--- config.mk ---
export PLATFORM = sky130hd
export DESIGN_NAME = tdm_err_recovery
export DESIGN_NICKNAME = d
export VERILOG_FILES = /design/src/design/tdm_err_pkg.sv /design/src/design/tdm_err_recovery.sv
export SDC_FILE = /design/constraint.sdc
export NUM_CORES = 2
export LEC_CHECK = 0
export ABC_AREA = 1
export BUFFER_PORTS_ARGS = -buffer_cell sky130_fd_sc_hd__buf_4
export CAP_MARGIN = 20
export CORE_AREA = 4 4 495 497
export CTS_CLUSTER_DIAMETER = 200
export DETAILED_ROUTE_END_ITERATION = 10
export DIE_AREA = 0 0 499 501
export PLACE_DENSITY = 0.45
export SLEW_MARGIN = 25
export SYNTH_ARGS = -nofsm -noshare
export SYNTH_HDL_FRONTEND = slang
export SYNTH_SLANG_ARGS = --single-unit
--- constraint.sdc ---
create_clock -name clk_sys -period 11.02 [get_ports clk_sys]
set_input_delay 1.102 -clock clk_sys [delete_from_list [all_inputs] [get_ports clk_sys]]
set_output_delay 1.102 -clock clk_sys [all_outputs]
set_load 0.1 [all_outputs]
--- src/design/tdm_err_pkg.sv ---
package tdm_err_pkg;

  // ==========================================================
  // Sizes
  localparam int NUM_CH = 2;
  localparam int Q_DEPTH = 16;
  localparam logic [4:0] Q_FULL = 5'h10;
  localparam logic [7:0] MIN_SIZE = 8'h08;

  // ==========================================================
  // Error codes
  localparam logic [7:0] ERR_NONE = 8'h00;
  localparam logic [7:0] ERR_RX_OVR_START = 8'h01;
  localparam logic [7:0] ERR_RX_OVR_MID = 8'h02;
  localparam logic [7:0] ERR_RX_MAP = 8'h03;
  localparam logic [7:0] ERR_RX_SIZE = 8'h05;
  localparam logic [7:0] ERR_TX_CID = 8'h10;
  localparam logic [7:0] ERR_TX_UND_START = 8'h11;
  localparam logic [7:0] ERR_TX_UND_MID = 8'h12;
  localparam logic [7:0] ERR_TX_MAP = 8'h13;
  localparam logic [7:0] ERR_TX_SIZE = 8'h15;
  localparam logic [7:0] ERR_RD_BASE = 8'hf0;
  localparam logic [7:0] ERR_WR_BASE = 8'hf8;

  // ==========================================================
  // Register map
  localparam logic [7:0] ADDR_GCTRL = 8'h00;
  localparam logic [7:0] ADDR_GSTAT = 8'h04;
  localparam logic [7:0] CH_BASE = 8'h10;
  localparam logic [7:0] CH_STRIDE = 8'h10;
  localparam logic [7:0] OFS_QCTRL = 8'h00;
  localparam logic [7:0] OFS_QCOUNT = 8'h04;
  localparam logic [7:0] OFS_QTOP = 8'h08;
  localparam int ENDIAN_BIT = 0;
  localparam int OVF_BIT = 0;
  localparam int DELAY_LSB = 4;
  localparam logic [7:0] GCTRL_RESET = 8'h00;

  // ==========================================================
  // Framing
  localparam int BITS_PER_SLOT = 8;
  localparam int SLOTS_PER_FRAME = 128;
  localparam logic [9:0] LAST_BIT = 10'(BITS_PER_SLOT * SLOTS_PER_FRAME - 1);
  localparam int CLK_NS = 50;
  localparam int STALL_NS = 3200;
  localparam logic [6:0] STALL_CYC = 7'(STALL_NS / CLK_NS);

  // Packing kinds
  localparam logic [1:0] PK_BYTES = 2'h0;
  localparam logic [1:0] PK_HALVES = 2'h1;
  localparam logic [1:0] PK_SYNC = 2'h2;

  typedef enum logic [2:0] {FR_WAIT, FR_DELAY, FR_RUN, FR_STALL, FR_RECOVER} fr_state_t;

  typedef struct packed {
    logic [7:0] code;
    logic [23:0] info;
  } entry_t;

  typedef struct packed {
    logic rx_nonempty;
    logic rx_full;
    logic rx_store_req;
    logic [7:0] rx_need;
    logic [7:0] rx_size;
    logic rx_cid_bad;
    logic tx_empty;
    logic tx_load_req;
    logic [7:0] tx_need;
    logic [7:0] tx_size;
    logic tx_fetch_vld;
    logic [7:0] tx_fetched_id;
    logic [7:0] active_id;
  } ch_in_t;

  typedef struct packed {
    logic done;
    logic write;
    logic ch;
    logic [2:0] status;
  } xfer_t;

  typedef struct packed {
    entry_t [Q_DEPTH-1:0] mem;
    logic [3:0] rd_ptr;
    logic [4:0] count;
    logic ovf;
    logic irq;
  } queue_t;

  typedef struct packed {
    logic req;
    logic [1:0] kind;
    logic [31:0] data;
  } pack_t;

endpackage

--- src/design/tdm_err_recovery.sv ---
`timescale 1ns/1ps

module tdm_err_recovery (
  // Clock and reset
  input wire logic clk_sys,
  input wire logic rst,
  // Register port
  input wire logic [7:0] addr,
  input wire logic [31:0] wr_data,
  input wire logic wr_en,
  input wire logic rd_en,
  output logic [31:0] rd_data,
  // Serial link pins
  input wire logic ser_clk,
  input wire logic frame_sync,
  // Channel and transfer status
  input wire tdm_err_pkg::ch_in_t [tdm_err_pkg::NUM_CH-1:0] ch_status,
  input wire tdm_err_pkg::xfer_t xfer,
  // Buffer packing path
  input wire tdm_err_pkg::pack_t pack_in,
  output logic [31:0] pack_out,
  output logic pack_vld,
  // Framing and interrupts
  output logic frame_start,
  output logic slot_tick,
  output logic data_corrupt,
  output logic [tdm_err_pkg::NUM_CH-1:0] err_irq
);

  // ==========================================================
  // State
  typedef struct packed {
    logic sclk_s1;
    logic sclk_s2;
    logic sclk_s3;
    logic fs_s1;
    logic fs_s2;
    tdm_err_pkg::fr_state_t fr_state;
    logic [9:0] bit_cnt;
    logic [3:0] dly_cnt;
    logic [6:0] idle_cnt;
    logic [23:0] frame_cnt;
    logic frame_start;
    logic slot_tick;
    logic corrupt;
    logic [7:0] gctrl;
    logic [31:0] rd_data;
    logic [31:0] pack_out;
    logic pack_vld;
    tdm_err_pkg::queue_t [tdm_err_pkg::NUM_CH-1:0] q;
  } state_t;

  state_t state_reg;
  state_t state_next;

  // ==========================================================
  // Error selection, one entry per channel per cycle
  function automatic tdm_err_pkg::entry_t pick_err(input tdm_err_pkg::ch_in_t ci, input logic fs,
                                                   input tdm_err_pkg::xfer_t xf, input logic mine,
                                                   input logic [23:0] frc);
    tdm_err_pkg::entry_t e;
    e = '0;
    if (xf.done && mine && xf.status != 3'h0) begin
      e.code = (xf.write ? tdm_err_pkg::ERR_WR_BASE : tdm_err_pkg::ERR_RD_BASE) + {5'h00, xf.status};
    end else if (ci.tx_fetch_vld && ci.tx_fetched_id != ci.active_id) begin
      e = {tdm_err_pkg::ERR_TX_CID, 8'h00, ci.active_id, ci.tx_fetched_id};
    end else if (ci.rx_store_req && ci.rx_full) begin
      e = {tdm_err_pkg::ERR_RX_OVR_MID, frc};
    end else if (ci.tx_load_req && ci.tx_empty) begin
      e = {tdm_err_pkg::ERR_TX_UND_MID, frc};
    end else if (ci.rx_cid_bad) begin
      e = {tdm_err_pkg::ERR_RX_MAP, 16'h0000, ci.active_id};
    end else if (fs) begin
      // Frame-start checks, most serious first
      if (ci.rx_nonempty) begin
        e = {tdm_err_pkg::ERR_RX_OVR_START, frc};
      end else if (ci.tx_empty) begin
        e = {tdm_err_pkg::ERR_TX_UND_START, frc};
      end else if (ci.rx_size < tdm_err_pkg::MIN_SIZE) begin
        e = {tdm_err_pkg::ERR_RX_SIZE, 16'h0000, ci.active_id};
      end else if (ci.rx_need > ci.rx_size) begin
        e = {tdm_err_pkg::ERR_RX_MAP, 16'h0000, ci.active_id};
      end else if (ci.tx_size < tdm_err_pkg::MIN_SIZE) begin
        e = {tdm_err_pkg::ERR_TX_SIZE, 16'h0000, ci.active_id};
      end else if (ci.tx_need > ci.tx_size) begin
        e = {tdm_err_pkg::ERR_TX_MAP, 16'h0000, ci.active_id};
      end
    end
    return e;
  endfunction

  // ==========================================================
  // Next-state logic
  always_comb begin
    logic sclk_rise;
    logic fs_hi;
    logic [7:0] base;
    logic pop;
    logic push;
    logic has_err;
    logic [3:0] wr_idx;
    tdm_err_pkg::entry_t err;
    sclk_rise = 1'b0;
    fs_hi = 1'b0;
    base = 8'h00;
    pop = 1'b0;
    push = 1'b0;
    has_err = 1'b0;
    wr_idx = 4'h0;
    err = '0;
    state_next = state_reg;
    state_next.frame_start = 1'b0;
    state_next.slot_tick = 1'b0;
    state_next.rd_data = 32'h0000_0000;
    state_next.pack_vld = 1'b0;

    // Pin synchronisers; edge seen on second and third stages
    state_next.sclk_s1 = ser_clk;
    state_next.sclk_s2 = state_reg.sclk_s1;
    state_next.sclk_s3 = state_reg.sclk_s2;
    state_next.fs_s1 = frame_sync;
    state_next.fs_s2 = state_reg.fs_s1;
    sclk_rise = state_reg.sclk_s2 & ~state_reg.sclk_s3;
    fs_hi = state_reg.fs_s2;

    // Stall watchdog counts system cycles between link clock edges
    if (sclk_rise) begin
      state_next.idle_cnt = 7'h00;
    end else if (state_reg.idle_cnt != tdm_err_pkg::STALL_CYC) begin
      state_next.idle_cnt = state_reg.idle_cnt + 7'h01;
    end

    // Frame sequencer
    case (state_reg.fr_state)
      tdm_err_pkg::FR_WAIT: begin
        // Extra clocks after the period produce nothing
        if (sclk_rise && fs_hi) begin
          state_next.frame_start = 1'b1;
          state_next.frame_cnt = state_reg.frame_cnt + 24'h000001;
          state_next.bit_cnt = 10'h000;
          state_next.dly_cnt = state_reg.gctrl[tdm_err_pkg::DELAY_LSB +: 4];
          state_next.fr_state = (state_reg.gctrl[tdm_err_pkg::DELAY_LSB +: 4] == 4'h0) ?
                                tdm_err_pkg::FR_RUN : tdm_err_pkg::FR_DELAY;
        end
      end
      tdm_err_pkg::FR_DELAY: begin
        if (state_reg.idle_cnt == tdm_err_pkg::STALL_CYC) begin
          state_next.fr_state = tdm_err_pkg::FR_STALL;
        end else if (sclk_rise) begin
          state_next.dly_cnt = state_reg.dly_cnt - 4'h1;
          if (state_reg.dly_cnt == 4'h1) begin
            state_next.fr_state = tdm_err_pkg::FR_RUN;
          end
        end
      end
      tdm_err_pkg::FR_RUN: begin
        if (state_reg.idle_cnt == tdm_err_pkg::STALL_CYC) begin
          state_next.fr_state = tdm_err_pkg::FR_STALL;
        end else if (sclk_rise) begin
          if (state_reg.bit_cnt[2:0] == 3'h7) begin
            state_next.slot_tick = 1'b1;
          end
          // Syncs before the last bit are ignored
          if (state_reg.bit_cnt != tdm_err_pkg::LAST_BIT) begin
            state_next.bit_cnt = state_reg.bit_cnt + 10'h001;
          end else if (fs_hi) begin
            state_next.frame_start = 1'b1;
            state_next.frame_cnt = state_reg.frame_cnt + 24'h000001;
            state_next.bit_cnt = 10'h000;
            state_next.dly_cnt = state_reg.gctrl[tdm_err_pkg::DELAY_LSB +: 4];
            state_next.fr_state = (state_reg.gctrl[tdm_err_pkg::DELAY_LSB +: 4] == 4'h0) ?
                                  tdm_err_pkg::FR_RUN : tdm_err_pkg::FR_DELAY;
          end else begin
            state_next.fr_state = tdm_err_pkg::FR_WAIT;
          end
        end
      end
      tdm_err_pkg::FR_STALL: begin
        // Clock came back: finish the broken frame as corrupt
        if (sclk_rise) begin
          state_next.corrupt = 1'b1;
          state_next.fr_state = tdm_err_pkg::FR_RECOVER;
        end
      end
      tdm_err_pkg::FR_RECOVER: begin
        // Syncs ignored until the period is used up
        if (state_reg.idle_cnt == tdm_err_pkg::STALL_CYC) begin
          state_next.fr_state = tdm_err_pkg::FR_STALL;
        end else if (sclk_rise) begin
          if (state_reg.bit_cnt == tdm_err_pkg::LAST_BIT) begin
            state_next.corrupt = 1'b0;
            state_next.fr_state = tdm_err_pkg::FR_WAIT;
          end else begin
            state_next.bit_cnt = state_reg.bit_cnt + 10'h001;
          end
        end
      end
      default: begin
        state_next.fr_state = tdm_err_pkg::FR_WAIT;
      end
    endcase

    // Global control and status
    if (wr_en && addr == tdm_err_pkg::ADDR_GCTRL) begin
      state_next.gctrl = wr_data[7:0];
    end
    if (rd_en && addr == tdm_err_pkg::ADDR_GCTRL) begin
      state_next.rd_data = {24'h000000, state_reg.gctrl};
    end
    if (rd_en && addr == tdm_err_pkg::ADDR_GSTAT) begin
      state_next.rd_data = {28'h0000000, state_reg.corrupt, state_reg.fr_state};
    end

    // Error queues
    for (int c = 0; c < tdm_err_pkg::NUM_CH; c++) begin
      base = 8'(tdm_err_pkg::CH_BASE + c * tdm_err_pkg::CH_STRIDE);
      err = pick_err(ch_status[c], state_reg.frame_start, xfer, xfer.ch == 1'(c), state_reg.frame_cnt);
      has_err = err.code != tdm_err_pkg::ERR_NONE;
      // Pop only by a write to the top location
      pop = wr_en && addr == base + tdm_err_pkg::OFS_QTOP && state_reg.q[c].count != 5'h00;
      push = has_err && !state_reg.q[c].ovf && state_reg.q[c].count != tdm_err_pkg::Q_FULL;
      wr_idx = state_reg.q[c].rd_ptr + state_reg.q[c].count[3:0];
      if (push) begin
        state_next.q[c].mem[wr_idx] = err;
      end
      if (pop) begin
        state_next.q[c].rd_ptr = state_reg.q[c].rd_ptr + 4'h1;
      end
      state_next.q[c].count = state_reg.q[c].count + {4'h0, push} - {4'h0, pop};
      // New drop at a full queue beats a same-cycle software clear
      if (wr_en && addr == base + tdm_err_pkg::OFS_QCTRL && wr_data[tdm_err_pkg::OVF_BIT]) begin
        state_next.q[c].ovf = 1'b0;
      end
      if (has_err && state_reg.q[c].count == tdm_err_pkg::Q_FULL) begin
        state_next.q[c].ovf = 1'b1;
      end
      state_next.q[c].irq = state_next.q[c].count != 5'h00 || state_next.q[c].ovf;
      if (rd_en && addr == base + tdm_err_pkg::OFS_QCTRL) begin
        state_next.rd_data = {31'h00000000, state_reg.q[c].ovf};
      end
      if (rd_en && addr == base + tdm_err_pkg::OFS_QCOUNT) begin
        state_next.rd_data = {27'h0000000, state_reg.q[c].count};
      end
      if (rd_en && addr == base + tdm_err_pkg::OFS_QTOP) begin
        // Empty queue reads as all zero
        state_next.rd_data = (state_reg.q[c].count == 5'h00) ? 32'h0000_0000 :
                             state_reg.q[c].mem[state_reg.q[c].rd_ptr];
      end
    end

    // Endian packing; the mapping is its own inverse, so it also unpacks
    if (pack_in.req) begin
      state_next.pack_vld = 1'b1;
      state_next.pack_out = pack_in.data;
      if (state_reg.gctrl[tdm_err_pkg::ENDIAN_BIT]) begin
        if (pack_in.kind == tdm_err_pkg::PK_BYTES) begin
          state_next.pack_out = {pack_in.data[7:0], pack_in.data[15:8],
                                 pack_in.data[23:16], pack_in.data[31:24]};
        end else if (pack_in.kind == tdm_err_pkg::PK_HALVES) begin
          state_next.pack_out = {pack_in.data[15:0], pack_in.data[31:16]};
        end
      end
    end
  end

  // ==========================================================
  // State register
  always_ff @(posedge clk_sys) begin
    if (rst) begin
      state_reg <= '0;
      state_reg.fr_state <= tdm_err_pkg::FR_WAIT;
      state_reg.gctrl <= tdm_err_pkg::GCTRL_RESET;
    end else begin
      state_reg <= state_next;
    end
  end

  // Outputs straight from the state register
  assign rd_data = state_reg.rd_data;
  assign pack_out = state_reg.pack_out;
  assign pack_vld = state_reg.pack_vld;
  assign frame_start = state_reg.frame_start;
  assign slot_tick = state_reg.slot_tick;
  assign data_corrupt = state_reg.corrupt;
  always_comb begin
    for (int c = 0; c < tdm_err_pkg::NUM_CH; c++) begin
      err_irq[c] = state_reg.q[c].irq;
    end
  end
endmodule

==> impl_metrics.json <==
{
  "avgSynthCellArea_um2": 6.210,
  "cts_resized": 0,
  "core-area_um2": 240300,
  "clk_latency_ns": 0.82,
  "globalplace.congestion": 0.8319,
  "combinationalPowerShare_pct": 27.5,
  "synth.distinct_cells": 54,
  "hp-class": "flop to flop",
  "finalSetupViolations": 0,
  "grt_usage_pct": 18.22,
  "async_reset_ff_share_pct": 0,
  "dr.pass1.iters": 6,
  "clk_path_buf_depth": 3,
  "hold_buffers": 0,
  "swShare_pct": 36.71,
  "cts_setup_buffers": 0,
  "path_class": "primary input to flop",
  "period_needed_ns": 5.996,
  "nFillCells": 26420,
  "grt_max_degree": 193,
  "path_buf_inv": 5,
  "synth_area_leaders": "dfxtp_1 (37%), nand2_1 (15%), nor2_1 (9.4%)",
  "intPower_w": 0.008354,
  "syn-cell-area_um2": 59780,
  "synth-seq-cells": 1109,
  "endpoint_kind": "flop",
  "p_clk_share_pct": 36.9,
  "rows": 180,
  "power.density_nw_per_um2": 192.9,
  "drt_wl_total_um": 235500,
  "finalClockSkew_ns": 0.07921,
  "fin_crit_sh_pct": 54.41,
  "cpMostUsedCell": "nand2_1",
  "cts.clk_slew.worst_paths_ns": 0.05,
  "syn-instance-count": 9626,
  "grt_pass1_vias": 54740,
  "slowest_delay_ns": 0.74,
  "synthDominantCellAreaShare_pct": 37.14,
  "synth_enable_flop_cells": 0,
  "yosys_most_used_dff": "dfxtp_1",
  "crit_path_max_fanout": 18,
  "portBuffers": 242,
  "fin_cells": 12690,
  "synth_largest_area_cell": "dfxtp_1",
  "cts_tree": "yes",
  "drt-initial-drc-count": 4779,
  "hold_ws_ns": 0.3991,
  "antenna_found_initial": 11,
  "relSlewSlack_pct": 19.61,
  "syn-num-nets": 9886,
  "largest_register_ffs": 1038,
  "dieHeight_um": 501,
  "final_hold_viol_count": 0,
  "multi_input_area_um2": 29080,
  "yosysSeqAreaShare_pct": 37.14,
  "synth_common_cells": "nand2_1 (2,320), nor2_1 (1,492), inv_1 (1,415)",
  "cts_root_buf": "clkbuf_16",
  "worst_path_max_delay_cell": "nand2_1",
  "max-vdd-ir-drop_mv": 0.2236,
  "viasPerCell": 4.653,
  "start_kind": "primary input",
  "drive_gt1_share_pct": 7.529,
  "grt_pass1_wl_um": 352000,
  "yosysMostFrequentCell": "nand2_1",
  "netSwitchingPower_w": 0.004846,
  "dieWidth_um": 499,
  "tns_ns": 0,
  "area_growth_pct": 14.44,
  "hp-start": "state_next[1170]",
  "cts_made_buffers": 142,
  "drc_errors": 0,
  "worst_pin_slew_ns": 1.206,
  "dp_hpwl_um": 138900,
  "finalNetCount": 9641,
  "startpoint": "ch_status[60]",
  "p_seq_share_pct": 35.6,
  "worst_ep_arrival_time_ns": 6.64,
  "status": "complete, no violations",
  "ios": 267,
  "cap_violations": 0,
  "r2r_start": "frame_start",
  "final-seq-area_um2": 22220,
  "clock_sink_count": 1109,
  "rsz0062_at_grt": "no",
  "wl_per_cell_um": 18.56,
  "htreeDepth": 4,
  "drv_slew": 0,
  "finalPower_w": 0.01320,
  "fp.dieArea_um2": 250000,
  "routed-via-count": 59020,
  "fmax_mhz": 166.8,
  "critPathRequiredTime_ns": 11.67,
  "p_leak_nw": 31.48,
  "ys_warn_count": 0,
  "grt_overflow": 0,
  "final_antenna_net_count": 0,
  "cp_top_family": "simple AND/OR/NAND/NOR gates",
  "place_inst": 12420,
  "initial_core_util_pct": 24.88
}
==> cell families (layout without fill, tap and decap cells) <==
group,count (synthesis),in the layout,synth area share (%)
buffers and inverters,2185,2056,15.03
other,0,3,0
AOI/OAI and AO/OA,1586,1586,13.89
xor gates and xnor gates,37,37,0.5421
DFF,1109,1109,37.14
adders and majority gates,63,63,1.369
and+or+nand+nor,4646,4646,32.04
==> layout make-up <==
cell class | instances | area share (%)
clock buffers | 218 | 6.098
well taps | 3185 | 5.825
inverters | 1432 | 7.896
diodes | 3 | 0.01097
flip-flops and latches | 1109 | 32.49
clock inverters | 42 | 1.061
repair buffers | 364 | 4.121
multi-input cells | 6332 | 42.50
==> routing by layer <==
layer	share of wire (%)	GRT usage, %	vias up
li1	-	-	29420
met1	45	24.38	27560
met2	46	29.93	1655
met3	5.9	2.916	365
met4	3.1	5.810	14
met5	0.040	0	-
==> tightest hold or removal path, stage by stage (launching register included) <==
cell,delay (ns)
dfxtp_1,0.29
inv_1,0.04
nor2_1,0.03
==> per-stage QoR <==
step           utilization, %  cell area (µm²)  setup WS [ns]
2_1_floorplan               -            59780          6.319
3_3_place_gp            26.39            63420          4.270
3_5_place_dp            26.40            63450          4.305
4_1_cts                 28.44            68350          5.131
5_1_grt                 28.47            68410          4.599
6_report                28.47            68410          5.024
==> final timing paths <==
path	to	slack, ns	depth (start not counted)
max	err_irq[1]	5.02	26
min	state_reg[1170]	0.40	2
max reg2reg	state_reg[436]	5.80	16
min reg2reg	state_reg[1170]	0.40	2
==> cell usage in the layout (no fill, tap or decap), drive strengths merged, types with 32 or more instances in the layout <==
cell / instances
nand2: 2329
nor3: 67
inv: 1431
o21ai: 593
clkinv: 32
o22ai: 85
ha: 59
dfxtp: 1109
nand3: 388
buf: 364
nor2: 1497
nand4: 294
nor2b: 51
clkbuf: 218
a21oi: 819
==> power by group through the flow <==
stage	sequential [W]	clock, W	combinational, W
floorplan	0.00473	0	0.00256
global placement	0.00477	0	0.00356
detailed placement	0.00479	0	0.00360
CTS	0.00470	0.00501	0.00363
global route	0.00475	0.00515	0.00408
finish	0.00470	0.00487	0.00363
(Power assumes the default switching activity.)
